## src/inc/rox_defs.vh

```
// Constants for the four-channel relay output extension control block.
// Assumes a 250 MHz system clock and a plain strobed register port.
`ifndef ROX_DEFS_VH
`define ROX_DEFS_VH
// Register offsets (word index on the register port)
`define ROX_ADDR_EXT_TYPE 4'h0
`define ROX_ADDR_EXT_DETECT 4'h1
`define ROX_ADDR_STATUS 4'h2
`define ROX_ADDR_FORCE_SEL 4'h3
`define ROX_ADDR_FORCE_DATA 4'h4
`define ROX_ADDR_SOURCE 4'h5
`define ROX_ADDR_ON_DLY_BASE 4'h8
`define ROX_ADDR_OFF_DLY_BASE 4'hC
// Extension type codes
`define ROX_EXT_NONE 8'h00
`define ROX_EXT_RELAY 8'h05
// Source selector codes
`define ROX_SRC_OFF 1'b0
`define ROX_SRC_ON 1'b1
// Delay encoding: count of 10 per second, max 3000.0 s
`define ROX_DLY_MAX 16'h7530
`define ROX_DLY_RESET 16'h0000
// Tick of 0.1 s at 250 MHz
`define ROX_TICK_NS 32'h05F5_E100
`define ROX_CLK_NS 32'h0000_0004
`endif

```

## src/rtl/rox_channel.v

```verilog
// One relay channel: source edge delay and force override.
// Assumes a one-cycle tick enable every 0.1 s from the top module.
`timescale 1ns/1ps
module rox_channel
(
  input wire sys_clk,
  input wire rstn,
  input wire tick,
  input wire enable,
  input wire source,
  input wire [15:0] on_delay,
  input wire [15:0] off_delay,
  input wire force_sel,
  input wire force_val,
  output reg relay_out_reg
);
  reg held_reg;
  reg src_last_reg;
  reg [15:0] count_reg;
  wire [15:0] target;
  wire settled;

  // Delay used depends on the direction of the pending change
  assign target = source ? on_delay : off_delay;
  assign settled = (count_reg >= target);

  // Counter restarts on any source change; output follows once stable
  always @(posedge sys_clk or negedge rstn)
  begin
    if (!rstn)
    begin
      held_reg <= 1'b0;
      src_last_reg <= 1'b0;
      count_reg <= 16'h0000;
    end
    else
    begin
      src_last_reg <= source;
      if (source != src_last_reg)
        count_reg <= 16'h0000; // RULE_12
      else if (source != held_reg)
      begin
        if (settled)
          held_reg <= source; // RULE_09 RULE_11
        else if (tick)
          count_reg <= count_reg + 16'h0001;
      end
      else
        count_reg <= 16'h0000;
    end
  end

  // Force wins over the delayed source; disabled extension stays off
  always @(posedge sys_clk or negedge rstn)
  begin
    if (!rstn)
      relay_out_reg <= 1'b0;
    else if (!enable)
      relay_out_reg <= 1'b0; // RULE_01
    else if (force_sel)
      relay_out_reg <= force_val; // RULE_05
    else
      relay_out_reg <= held_reg;
  end
endmodule // rox_channel

```

## src/rtl/rox_relay_ctrl.v

```verilog
// Relay output extension control: registers, tick divider, four channels.
// Assumes a strobed register port on sys_clk and a module-present input.
// The relay pins come straight from flops inside the channel instances.
// What this block does
// (RULE_01) Outputs enabled only when type selects relay
// (RULE_02) Detected type field reports relay code
// (RULE_03) Status bits 0..3 show outputs on
// (RULE_04) Status word is read-only
// (RULE_05) Force select drives output from forced data
// (RULE_06) Force select bit n controls output n
// (RULE_07) Forced data bit n feeds output n
// (RULE_08) Source code 0 off, 1 on, default off
// (RULE_09) Activation delay on source rise, default zero
// (RULE_10) Delays 0..3000 s, ten counts per second
// (RULE_11) Deactivation delay on source fall, default zero
// (RULE_12) Delay counter restarts on each source change
`timescale 1ns/1ps
`include "rox_defs.vh"
module rox_relay_ctrl
#(
  parameter TICK_CYCLES = `ROX_TICK_NS / `ROX_CLK_NS
)
(
  input wire sys_clk,
  input wire rstn,
  input wire [3:0] reg_addr,
  input wire [31:0] reg_wdata,
  input wire reg_wr,
  input wire reg_rd,
  output reg [31:0] reg_rdata,
  input wire module_present,
  output wire relay_out_a,
  output wire relay_out_b,
  output wire relay_out_c,
  output wire relay_out_d
);
  // Number of relay channels; the port list fixes it at four
  localparam NUM_CH = 4;
  // Configuration words written over the register port
  reg [7:0] ext_type_reg;
  reg [3:0] force_sel_reg;
  reg [3:0] force_data_reg;
  reg [3:0] source_reg;
  // Delay words of all channels, packed 16 bits apiece for the read mux
  wire [63:0] on_dly_vec;
  wire [63:0] off_dly_vec;
  // Shared 0.1 s divider
  reg [31:0] tick_cnt_reg;
  reg tick_reg;
  // Presence pin stages and the type they yield
  reg pres_s1_reg;
  reg pres_s2_reg;
  reg pres_s3_reg;
  reg [7:0] ext_detect_reg;
  // Internal nets
  wire [3:0] relay_vec;
  wire enable;
  wire [15:0] wdata_dly;
  reg [31:0] rdata_next;

  // Present pin from the extension connector, three-stage sampled
  // Only the second stage reads the first; a change counts once two stages agree
  always @(posedge sys_clk or negedge rstn)
  begin
    if (!rstn)
    begin
      pres_s1_reg <= 1'b0;
      pres_s2_reg <= 1'b0;
      pres_s3_reg <= 1'b0;
      ext_detect_reg <= `ROX_EXT_NONE;
    end
    else
    begin
      pres_s1_reg <= module_present;
      pres_s2_reg <= pres_s1_reg;
      pres_s3_reg <= pres_s2_reg;
      if (pres_s2_reg == pres_s3_reg)
        ext_detect_reg <= pres_s3_reg ? `ROX_EXT_RELAY : `ROX_EXT_NONE; // RULE_02
    end
  end

  // 0.1 s tick; a parameter so simulation can shorten it
  // One shared divider keeps every channel's delay on the same time base
  always @(posedge sys_clk or negedge rstn)
  begin
    if (!rstn)
    begin
      tick_cnt_reg <= 32'h0000_0000;
      tick_reg <= 1'b0;
    end
    else if (tick_cnt_reg >= TICK_CYCLES - 1)
    begin
      tick_cnt_reg <= 32'h0000_0000;
      tick_reg <= 1'b1; // RULE_10
    end
    else
    begin
      tick_cnt_reg <= tick_cnt_reg + 32'h0000_0001;
      tick_reg <= 1'b0;
    end
  end

  // Delays of 3000.1 to 6553.5 s in bits 15:0 are clamped rather than wrapped; bits 31:16 are dropped
  // so a too-large value in bits 15:0 never turns a long delay into a short one
  assign wdata_dly = (reg_wdata[15:0] > `ROX_DLY_MAX) ? `ROX_DLY_MAX : reg_wdata[15:0]; // RULE_10
  // Force is masked too, so a disabled extension never energises a coil
  assign enable = (ext_type_reg == `ROX_EXT_RELAY); // RULE_01

  // Register writes; status has no write path at all
  // Detected type and status are read-only; writes there fall to default
  always @(posedge sys_clk or negedge rstn)
  begin
    if (!rstn)
    begin
      ext_type_reg <= `ROX_EXT_NONE;
      force_sel_reg <= 4'h0;
      force_data_reg <= 4'h0;
      source_reg <= {4{`ROX_SRC_OFF}}; // RULE_08
    end
    else if (reg_wr)
    begin
      case (reg_addr)
        `ROX_ADDR_EXT_TYPE: ext_type_reg <= reg_wdata[7:0];
        `ROX_ADDR_FORCE_SEL: force_sel_reg <= reg_wdata[3:0]; // RULE_06
        `ROX_ADDR_FORCE_DATA: force_data_reg <= reg_wdata[3:0]; // RULE_07
        `ROX_ADDR_SOURCE: source_reg <= reg_wdata[3:0]; // RULE_08
        default: ;
      endcase
    end
  end

  // Per-channel delay registers and channel instances
  genvar i;
  generate
    for (i = 0; i < NUM_CH; i = i + 1)
    begin : g_ch
      reg [15:0] on_dly_reg;
      reg [15:0] off_dly_reg;
      wire hit_on;
      wire hit_off;

      // Word index match for this channel's two delay registers
      assign hit_on = reg_wr && ({28'h000_0000, reg_addr} == `ROX_ADDR_ON_DLY_BASE + i);
      assign hit_off = reg_wr && ({28'h000_0000, reg_addr} == `ROX_ADDR_OFF_DLY_BASE + i);

      // Each channel owns its delay words, so every word has a single writer
      always @(posedge sys_clk or negedge rstn)
      begin
        if (!rstn)
        begin
          on_dly_reg <= `ROX_DLY_RESET;
          off_dly_reg <= `ROX_DLY_RESET;
        end
        else
        begin
          if (hit_on)
            on_dly_reg <= wdata_dly; // RULE_09
          if (hit_off)
            off_dly_reg <= wdata_dly; // RULE_11
        end
      end

      // Packed copies for the read mux
      assign on_dly_vec[16*i +: 16] = on_dly_reg;
      assign off_dly_vec[16*i +: 16] = off_dly_reg;

      rox_channel u_ch
      (
        .sys_clk(sys_clk),
        .rstn(rstn),
        .tick(tick_reg),
        .enable(enable),
        .source(source_reg[i]),
        .on_delay(on_dly_reg),
        .off_delay(off_dly_reg),
        .force_sel(force_sel_reg[i]), // RULE_06
        .force_val(force_data_reg[i]), // RULE_07
        .relay_out_reg(relay_vec[i])
      );
    end
  endgenerate

  // Relay pins, each straight from a channel flop
  assign relay_out_a = relay_vec[0];
  assign relay_out_b = relay_vec[1];
  assign relay_out_c = relay_vec[2];
  assign relay_out_d = relay_vec[3];

  // Read mux; unmapped addresses read zero
  always @*
  begin
    rdata_next = 32'h0000_0000;
    case (reg_addr)
      `ROX_ADDR_EXT_TYPE: rdata_next = {24'h00_0000, ext_type_reg};
      `ROX_ADDR_EXT_DETECT: rdata_next = {24'h00_0000, ext_detect_reg}; // RULE_02
      `ROX_ADDR_STATUS: rdata_next = {28'h000_0000, relay_vec}; // RULE_03 RULE_04
      `ROX_ADDR_FORCE_SEL: rdata_next = {28'h000_0000, force_sel_reg};
      `ROX_ADDR_FORCE_DATA: rdata_next = {28'h000_0000, force_data_reg};
      `ROX_ADDR_SOURCE: rdata_next = {28'h000_0000, source_reg};
      // Activation delays, channels a to d
      `ROX_ADDR_ON_DLY_BASE: rdata_next = {16'h0000, on_dly_vec[15:0]};
      `ROX_ADDR_ON_DLY_BASE + 4'h1: rdata_next = {16'h0000, on_dly_vec[31:16]};
      `ROX_ADDR_ON_DLY_BASE + 4'h2: rdata_next = {16'h0000, on_dly_vec[47:32]};
      `ROX_ADDR_ON_DLY_BASE + 4'h3: rdata_next = {16'h0000, on_dly_vec[63:48]};
      // Deactivation delays, channels a to d
      `ROX_ADDR_OFF_DLY_BASE: rdata_next = {16'h0000, off_dly_vec[15:0]};
      `ROX_ADDR_OFF_DLY_BASE + 4'h1: rdata_next = {16'h0000, off_dly_vec[31:16]};
      `ROX_ADDR_OFF_DLY_BASE + 4'h2: rdata_next = {16'h0000, off_dly_vec[47:32]};
      `ROX_ADDR_OFF_DLY_BASE + 4'h3: rdata_next = {16'h0000, off_dly_vec[63:48]};
      default: rdata_next = 32'h0000_0000;
    endcase
  end

  // Read data stand the cycle after the strobe only
  // Zero between reads keeps a stale word off the bus
  always @(posedge sys_clk or negedge rstn)
  begin
    if (!rstn)
      reg_rdata <= 32'h0000_0000;
    else if (reg_rd)
      reg_rdata <= rdata_next;
    else
      reg_rdata <= 32'h0000_0000;
  end
endmodule // rox_relay_ctrl

```

## config.mk

```make
export PLATFORM = sky130hd
export DESIGN_NAME = rox_relay_ctrl
export DESIGN_NICKNAME = d
export VERILOG_FILES = /design/src/rtl/rox_channel.v /design/src/rtl/rox_relay_ctrl.v
export VERILOG_INCLUDE_DIRS = /design/src /design/src/inc
export SDC_FILE = /design/constraint.sdc
export NUM_CORES = 1
export LEC_CHECK = 0
export BUFFER_PORTS_ARGS = -buffer_cell sky130_fd_sc_hd__buf_4
export CELL_PAD_IN_SITES_DETAIL_PLACEMENT = 0
export CELL_PAD_IN_SITES_GLOBAL_PLACEMENT = 1
export CORE_ASPECT_RATIO = 1.25
export CORE_UTILIZATION = 49
export CTS_CLUSTER_DIAMETER = 200
export DETAILED_ROUTE_END_ITERATION = 10
export MAX_ROUTING_LAYER = met4
export PLACE_DENSITY_LB_ADDON = 0.1
export RECOVER_POWER = 25
export SLEW_MARGIN = 20
export SYNTH_ARGS = -nofsm -noshare
export SYNTH_HDL_FRONTEND = slang
export SYNTH_SLANG_ARGS = --single-unit
```

## constraint.sdc

```tcl
create_clock -name sys_clk -period 4.1 [get_ports sys_clk]
set_clock_uncertainty 0.1 [all_clocks]
set_input_delay 0.41 -clock sys_clk [delete_from_list [all_inputs] [get_ports sys_clk]]
set_output_delay 0.41 -clock sys_clk [all_outputs]
set_load 0.005 [all_outputs]
```

* After elaboration in Yosys (flattened, before gate mapping) *
Index checks and enable logic that the tools add are counted.
W data, S select, Z words.

cells by class
  add/sub/neg operators = 5
  eq/ne operators = 31
  magnitude comparators = 6
  mux-type cells = 34
  reductions and logical operators = 21
  bitwise gates (word level) = 4

operator list
  kind                     count
  $mux W16                 21
  $pmux W16 S14            1
  $add A16 B1 Y16 const B  4
  $ge A16 B16 Y1           4
  $mux W32                 2
  $add A32 B1 Y32 const B  1
  $eq A4 B4 Y1 const B     8
  $ge A32 B25 Y1 const B   1
  $gt A16 B15 Y1 const B   1
  $reduce_and A2 Y1        8
  $ne A3 B2 Y1 const B     4
  $ne A3 B3 Y1 const B     4
  $reduce_and A3 Y1        4
  $mux W1                  9
  $eq A4 B2 Y1 const B     2
  $eq A4 B3 Y1 const B     2
  $eq A8 B3 Y1 const B     1
  $logic_and A1 B1 Y1      8
  $ne A1 B1 Y1             8
  $eq A4 B1 Y1 const B     1
  $logic_not A4 Y1         1
  $not A1 Y1               4
  $mux W3                  1
  $eq A1 B1 Y1             1

storage, ports and cells
  logic and storage cells = 136
  output and inout port bits = 36
  input bits = 41
  flip-flop bits (word level) = 300

* Longest topological paths before layout *
  depth in word-level cells = 5
  gate-level depth with buffers = 12
  mapped depth without buffers = 8

* Hierarchy *
From an unflattened synthesis, not the netlist that was laid out.

unflattened totals
  cells, all modules = 1574
  area total of the unflattened synthesis = 15344.7 µm²

modules (own cells, without submodules)
  module                          area an instance (µm²)  seq. area each (µm²)  times used  cells each
  rox_relay_ctrl                  9140.0                  5029.8                1           924
  rox_channel (g_ch[1].u_ch ...)  1522.7                  475.5                 2           158
  rox_channel (g_ch[0].u_ch)      1585.3                  475.5                 1           170
  rox_channel (g_ch[3].u_ch)      1574.0                  475.5                 1           164

* Worst setup path after synthesis *
No wires, ideal clock.

  path type = reg2reg
  start point = register source_reg[3]
  end point = register g_ch[3].u_ch.count_reg[8]
  path slack = 0.659 ns
  setup time = 0.078 ns
  buffers on the path = 3
  required time = 3.922 ns
  data arrival time = 3.263 ns
  period minus slack after synthesis = 3.441 ns
  cell stages (with the launch flop) = 12
  path through = dfrtp_1 > buf_1 > buf_1 > mux2i_1 > ha_1 > a21o_1 > a221o_1 > a21oi_1 > o211ai_1 > clkbuf_1 > or4_1 > a21oi_1

on the way
  cells in the longest elaborated chain, start to end = 4
  elaborated cells on any way between the ends = 9
  those cells by class = order compare (1); eq/ne (4); mux (3); reduce/logical (1)

RTL lines
  item                                line                  source
  start, declared                     rox_relay_ctrl.v:43   reg [3:0] source_reg;
  start signal, assigned              rox_relay_ctrl.v:118  source_reg <= {4{`ROX_SRC_OFF}};
  start signal, assigned              rox_relay_ctrl.v:126  `ROX_ADDR_SOURCE: source_reg <= reg_wdata[3:0];
  $mux W16                            rox_channel.v:24      assign target = source ? on_delay : off_delay;
  $ge A16 B16 Y1                      rox_channel.v:25      assign settled = (count_reg >= target);
  $ne A3 B3 Y1 (no source line)       -
  $reduce_and A2 Y1 (no source line)  -
  end signal, assigned                rox_channel.v:46      count_reg <= count_reg + 16'h0001;
  end, declared                       rox_channel.v:19      reg [15:0] count_reg;

Several ways; a longest one is shown, not always the timed one.
A chain may end at the register's enable or synchronous reset.

* Worst setup path after layout *
  start point = register source_reg[1]
  end point = register g_ch[1].u_ch.count_reg[15]

on the way
  cells in the longest elaborated chain, start to end = 4
  elaborated cells on any way between the ends = 9
  those cells by class = order compare (1); eq/ne (4); mux (3); reduce/logical (1)

RTL lines
  item                                line
  $mux W16                            rox_channel.v:24
  $ge A16 B16 Y1                      rox_channel.v:25
  $ne A3 B3 Y1 (no source line)       -
  $reduce_and A2 Y1 (no source line)  -
  end signal, assigned                rox_channel.v:46
  end, declared                       rox_channel.v:19

Several ways; a longest one is shown, not always the timed one.

==> tab_implementation.tex <==
\begin{tabular}{lr}
\hline
Metric & Value \\
\hline
\multicolumn{2}{l}{\textbf{Floorplanning}} \\
\quad Initial cell density of the core & 50.2\% \\
\quad Placeable core region & 28700 um2 \\
\quad Die height & 194 um \\
\quad Row count & 69 \\
\quad Number of ports placed on the die boundary & 77 \\
\quad Die outline width & 155 um \\
\quad Die footprint & 30100 um2 \\
\multicolumn{2}{l}{\textbf{Synthesis}} \\
\quad Mux cell area share after synthesis & 7.25\% \\
\quad Fraction of the mapped netlist area in adder cells & 6.07\% \\
\quad Largest cells by area after synthesis & sky130\_fd\_sc\_hd\_\_dfrtp\_1 48\%, sky130\_fd\_sc\_hd\_\_ha\_1 6.0\%, sky130\_fd\_sc\_hd\_\_o21ai\_0 5.3\% \\
\quad Post-synthesis simple-gate area fraction & 17.1\% \\
\quad Most numerous cell in the Yosys netlist & sky130\_fd\_sc\_hd\_\_dfrtp\_1 \\
\quad Mean area per synthesized cell & 9.79 um2 \\
\quad Total of flip-flops plus latches after synthesis & 277 \\
\quad Commonest register cell after synthesis & sky130\_fd\_sc\_hd\_\_dfrtp\_1 \\
\quad Area share of the largest cell type after synthesis & 48.2\% \\
\quad Post-synthesis cell type count & 73 \\
\quad Cell area after synthesis & 14400 um2 \\
\quad Number of enable-type register cells in the synthesized netlist & 0 \\
\quad Compound-cell area share of the yosys netlist & 16.0\% \\
\quad Number of cells produced by synthesis & 1469 \\
\quad Yosys synthesis warning count & 0 \\
\quad Share of async-settable or async-resettable flops after synthesis & 100\% \\
\quad Area leader, netlist & sky130\_fd\_sc\_hd\_\_dfrtp\_1 \\
\quad Seq/Total Area, Yosys & 48.2\% \\
\quad Cell types with the highest counts after synthesis & 277 x sky130\_fd\_sc\_hd\_\_dfrtp\_1, 195 x sky130\_fd\_sc\_hd\_\_nand2\_1, 151 x sky130\_fd\_sc\_hd\_\_o21ai\_0, 106 x sky130\_fd\_sc\_hd\_\_nor2\_1, 77 x sky130\_fd\_sc\_hd\_\_a21oi\_1 \\
\quad Fraction of synthesized cell area in xor and xnor cells & 2.07\% \\
\quad Dominant combinational cell family by area after synthesis & simple AND/OR/NAND/NOR gates \\
\multicolumn{2}{l}{\textbf{Clock tree}} \\
\quad Num Clock Sinks & 277 \\
\quad Inserted Clock Buffers & 29 \\
\quad Number of buffers between clock root and the deepest sink & 3 \\
\quad Depth of the CTS H-tree & 1 \\
\quad Count of cells resized by post-cts repair & 0 \\
\quad Clock tree root buffer cell & sky130\_fd\_sc\_hd\_\_clkbuf\_16 \\
\quad Clk slew on worst S/H paths & 60 ps \\
\quad Clock tree from TritonCTS & done \\
\quad Clock latency reported for the late side of the worst-skew pair & 570 ps \\
\multicolumn{2}{l}{\textbf{Critical path}} \\
\quad Startpoint types & flip-flop \\
\quad Setup CP Type & reg -> reg \\
\quad Worst setup EP type & flip-flop \\
\quad Worst-case reg-to-reg path depth & 9 \\
\quad Crit path arrival time & 3940 ps \\
\quad Critical path required time & 4490 ps \\
\quad Biggest fanout along the worst timing path & 15 \\
\multicolumn{2}{l}{\textbf{Global routing}} \\
\quad Global Route Usage Sum & 27.0\% \\
\quad Wire length of the first global-routing pass & 61800 um \\
\quad Initial antenna violation count & 0 \\
\quad Vias in the first global route & 10837 \\
\quad Pin count of the biggest net entering global routing & 99 \\
\quad Overflow left after global routing & 0 \\
\multicolumn{2}{l}{\textbf{Placed design}} \\
\quad Detailed Place HPWL & 27300 um \\
\quad Routability Congestion & 0.866 \\
\quad Port bufs & 44 \\
\quad Placed cells & 1863 \\
\multicolumn{2}{l}{\textbf{Worst hold path}} \\
\quad Worst hold path cell count & 2 \\
\quad Hold WC Path Type & in -> reg \\
\multicolumn{2}{l}{\textbf{Status}} \\
\quad Violations in the final reports & max-capacitance violations, max-slew violations \\
\quad Run status & complete, but fails checks \\
\multicolumn{2}{l}{\textbf{STA}} \\
\quad Final slew viol count & 97 \\
\quad Final hold slack & 25.6 ps \\
\quad Worst Max-Slew Pin Slew & 2520 ps \\
\quad Minimum clock period & 3550 ps \\
\quad Maximum clock frequency & 282 MHz \\
\quad Number of hold-slack violations in the final timing report & 0 \\
\quad Final period util & 86.5\% \\
\quad Final setup violation count & 0 \\
\quad Post-Route Setup TNS & 0 ps \\
\quad Max\_slew headroom & -68.0\% \\
\quad Unrepaired setup endpoints after global routing & false \\
\multicolumn{2}{l}{\textbf{Run}} \\
\quad Maximum capacitance violations & 1 \\
\multicolumn{2}{l}{\textbf{Cells and area}} \\
\quad Fraction of final layout cells with drive strength greater than 1 & 10.2\% \\
\quad Net total in the final layout & 1619 \\
\quad Area growth, synth to finish & 11.7\% \\
\quad \# diodes & 0 \\
\quad Fin cells & 1917 \\
\multicolumn{2}{l}{\textbf{Power and ir drop}} \\
\quad Total design power & 7.43 mW \\
\quad Worst IR drop on VDD & 0.291 mV \\
\quad Leakage & 7.11 nW \\
\quad Cell Pwr Density & 462 nW/um2 \\
\multicolumn{2}{l}{\textbf{Route}} \\
\quad Antenna-violating nets left & 0 \\
\quad Total iterations of the first detailed-routing run & 5 \\
\quad Via-per-instance ratio & 5.84 \\
\quad Remaining design rule violation count & 0 \\
\quad Number of DRC violations after detailed-routing iteration 0 & 786 \\
\quad Detailed-route wire length per cell & 19.8 um \\
\quad Final wirelength & 38100 um \\
\quad Total via count in the routed design & 11187 \\
\hline
\end{tabular}
cells in the final DEF, fill, tap and decap left out, drive strengths merged, types with 12 or more instances in the layout:
master / n
inv: 25
a31oi: 13
dfrtp: 277
nand3: 45
xor2: 20
o31ai: 14
a21oi: 77
or4: 20
conb: 23
nor2: 106
nand4: 37
buf: 45
ha: 69
or3: 24
clkbuf: 57
a22o: 15
nand2: 195
o21ai: 164
mux2i: 75
xnor2: 14
and2: 12
mux2: 26
a22oi: 31
power breakdown:
part | internal [mW] | switching, mW
clock | 1.48 | 1.11
combinational | 0.578 | 0.839
sequential | 3.07 | 0.344
total | 5.13 | 2.30
final timing paths:
kind                                           start                                endpoint  slack, ps
setup / recovery           source_reg[1]$_DFFE_PN0P_  g_ch[1].u_ch.count_reg[15]$_DFFE_PN0P_        550
hold / removal                          reg_wdata[4]             ext_type_reg[4]$_DFFE_PN0P_         30
setup reg to reg           source_reg[1]$_DFFE_PN0P_  g_ch[1].u_ch.count_reg[15]$_DFFE_PN0P_        550
hold reg to reg                pres_s1_reg$_DFF_PN0_                   pres_s2_reg$_DFF_PN0_        270
max in group asynchronous                       rstn   g_ch[0].u_ch.count_reg[2]$_DFFE_PN0P_       1290
min in group asynchronous                       rstn              tick_cnt_reg[30]$_DFF_PN0_       1080
layout make-up:
| cell class | instances | area (um2) |
|---|---|---|
| timing repair buffer | 70 | 569 |
| fill | 2626 | 12600 |
| sequential | 277 | 6930 |
| multi-input combinational | 1106 | 7070 |
| clock inverter | 12 | 114 |
| tap | 390 | 488 |
| inverter | 25 | 93.8 |
| clock buffer | 37 | 796 |
metrics by stage:
| step | setup slack (ps) | cell area, um2 | util [%] |
|---|---|---|---|
| after detailed placement | 578 | 15100 | 52.8 |
| final | 554 | 16100 | 56.1 |
| after floorplan | 659 | 14500 | - |
| after CTS | 566 | 16100 | 56.1 |
| after global placement | 611 | 15100 | 52.8 |
| after global routing | 251 | 16100 | 56.1 |
what timing repair did:
action                                  CTS  global route
buffers inserted                          0             0
hold buffers                              5             0
endpoints found under the setup margin    0             0
hold endpoints to repair                 99             0
per-layer routing:
layer | global-route usage [%] | wire, um | share of wire, %
met1 | 37.3 | 17500 | 46
met2 | 42.8 | 18100 | 48
met3 | 3.54 | 1820 | 4.8
met4 | 5.63 | 638 | 1.7
met5 | - | 0 | 0
cells by family (layout without fill, tap and decap cells):
group,after synthesis,in the layout
AO/OA/AOI/OAI,373,373
XOR/XNOR,34,34
adder cells (fa/ha/maj),70,70
buffers and inverters,108,144
flip-flops,277,277
multiplexers,101,101
other,1,23
AND/OR/NAND/NOR,505,505
critical path, stage by stage (launching register included):
cell                      delay, ps
sky130_fd_sc_hd__dfrtp_1        550
sky130_fd_sc_hd__buf_4          340
sky130_fd_sc_hd__mux2i_1        340
sky130_fd_sc_hd__ha_1           310
sky130_fd_sc_hd__a21oi_1        140
sky130_fd_sc_hd__o21ai_0         80
sky130_fd_sc_hd__a21oi_1        470
sky130_fd_sc_hd__nand4_1        500
sky130_fd_sc_hd__or3_1          500
sky130_fd_sc_hd__a21oi_1        140
No activity file was read; power rests on OpenSTA's default activity.
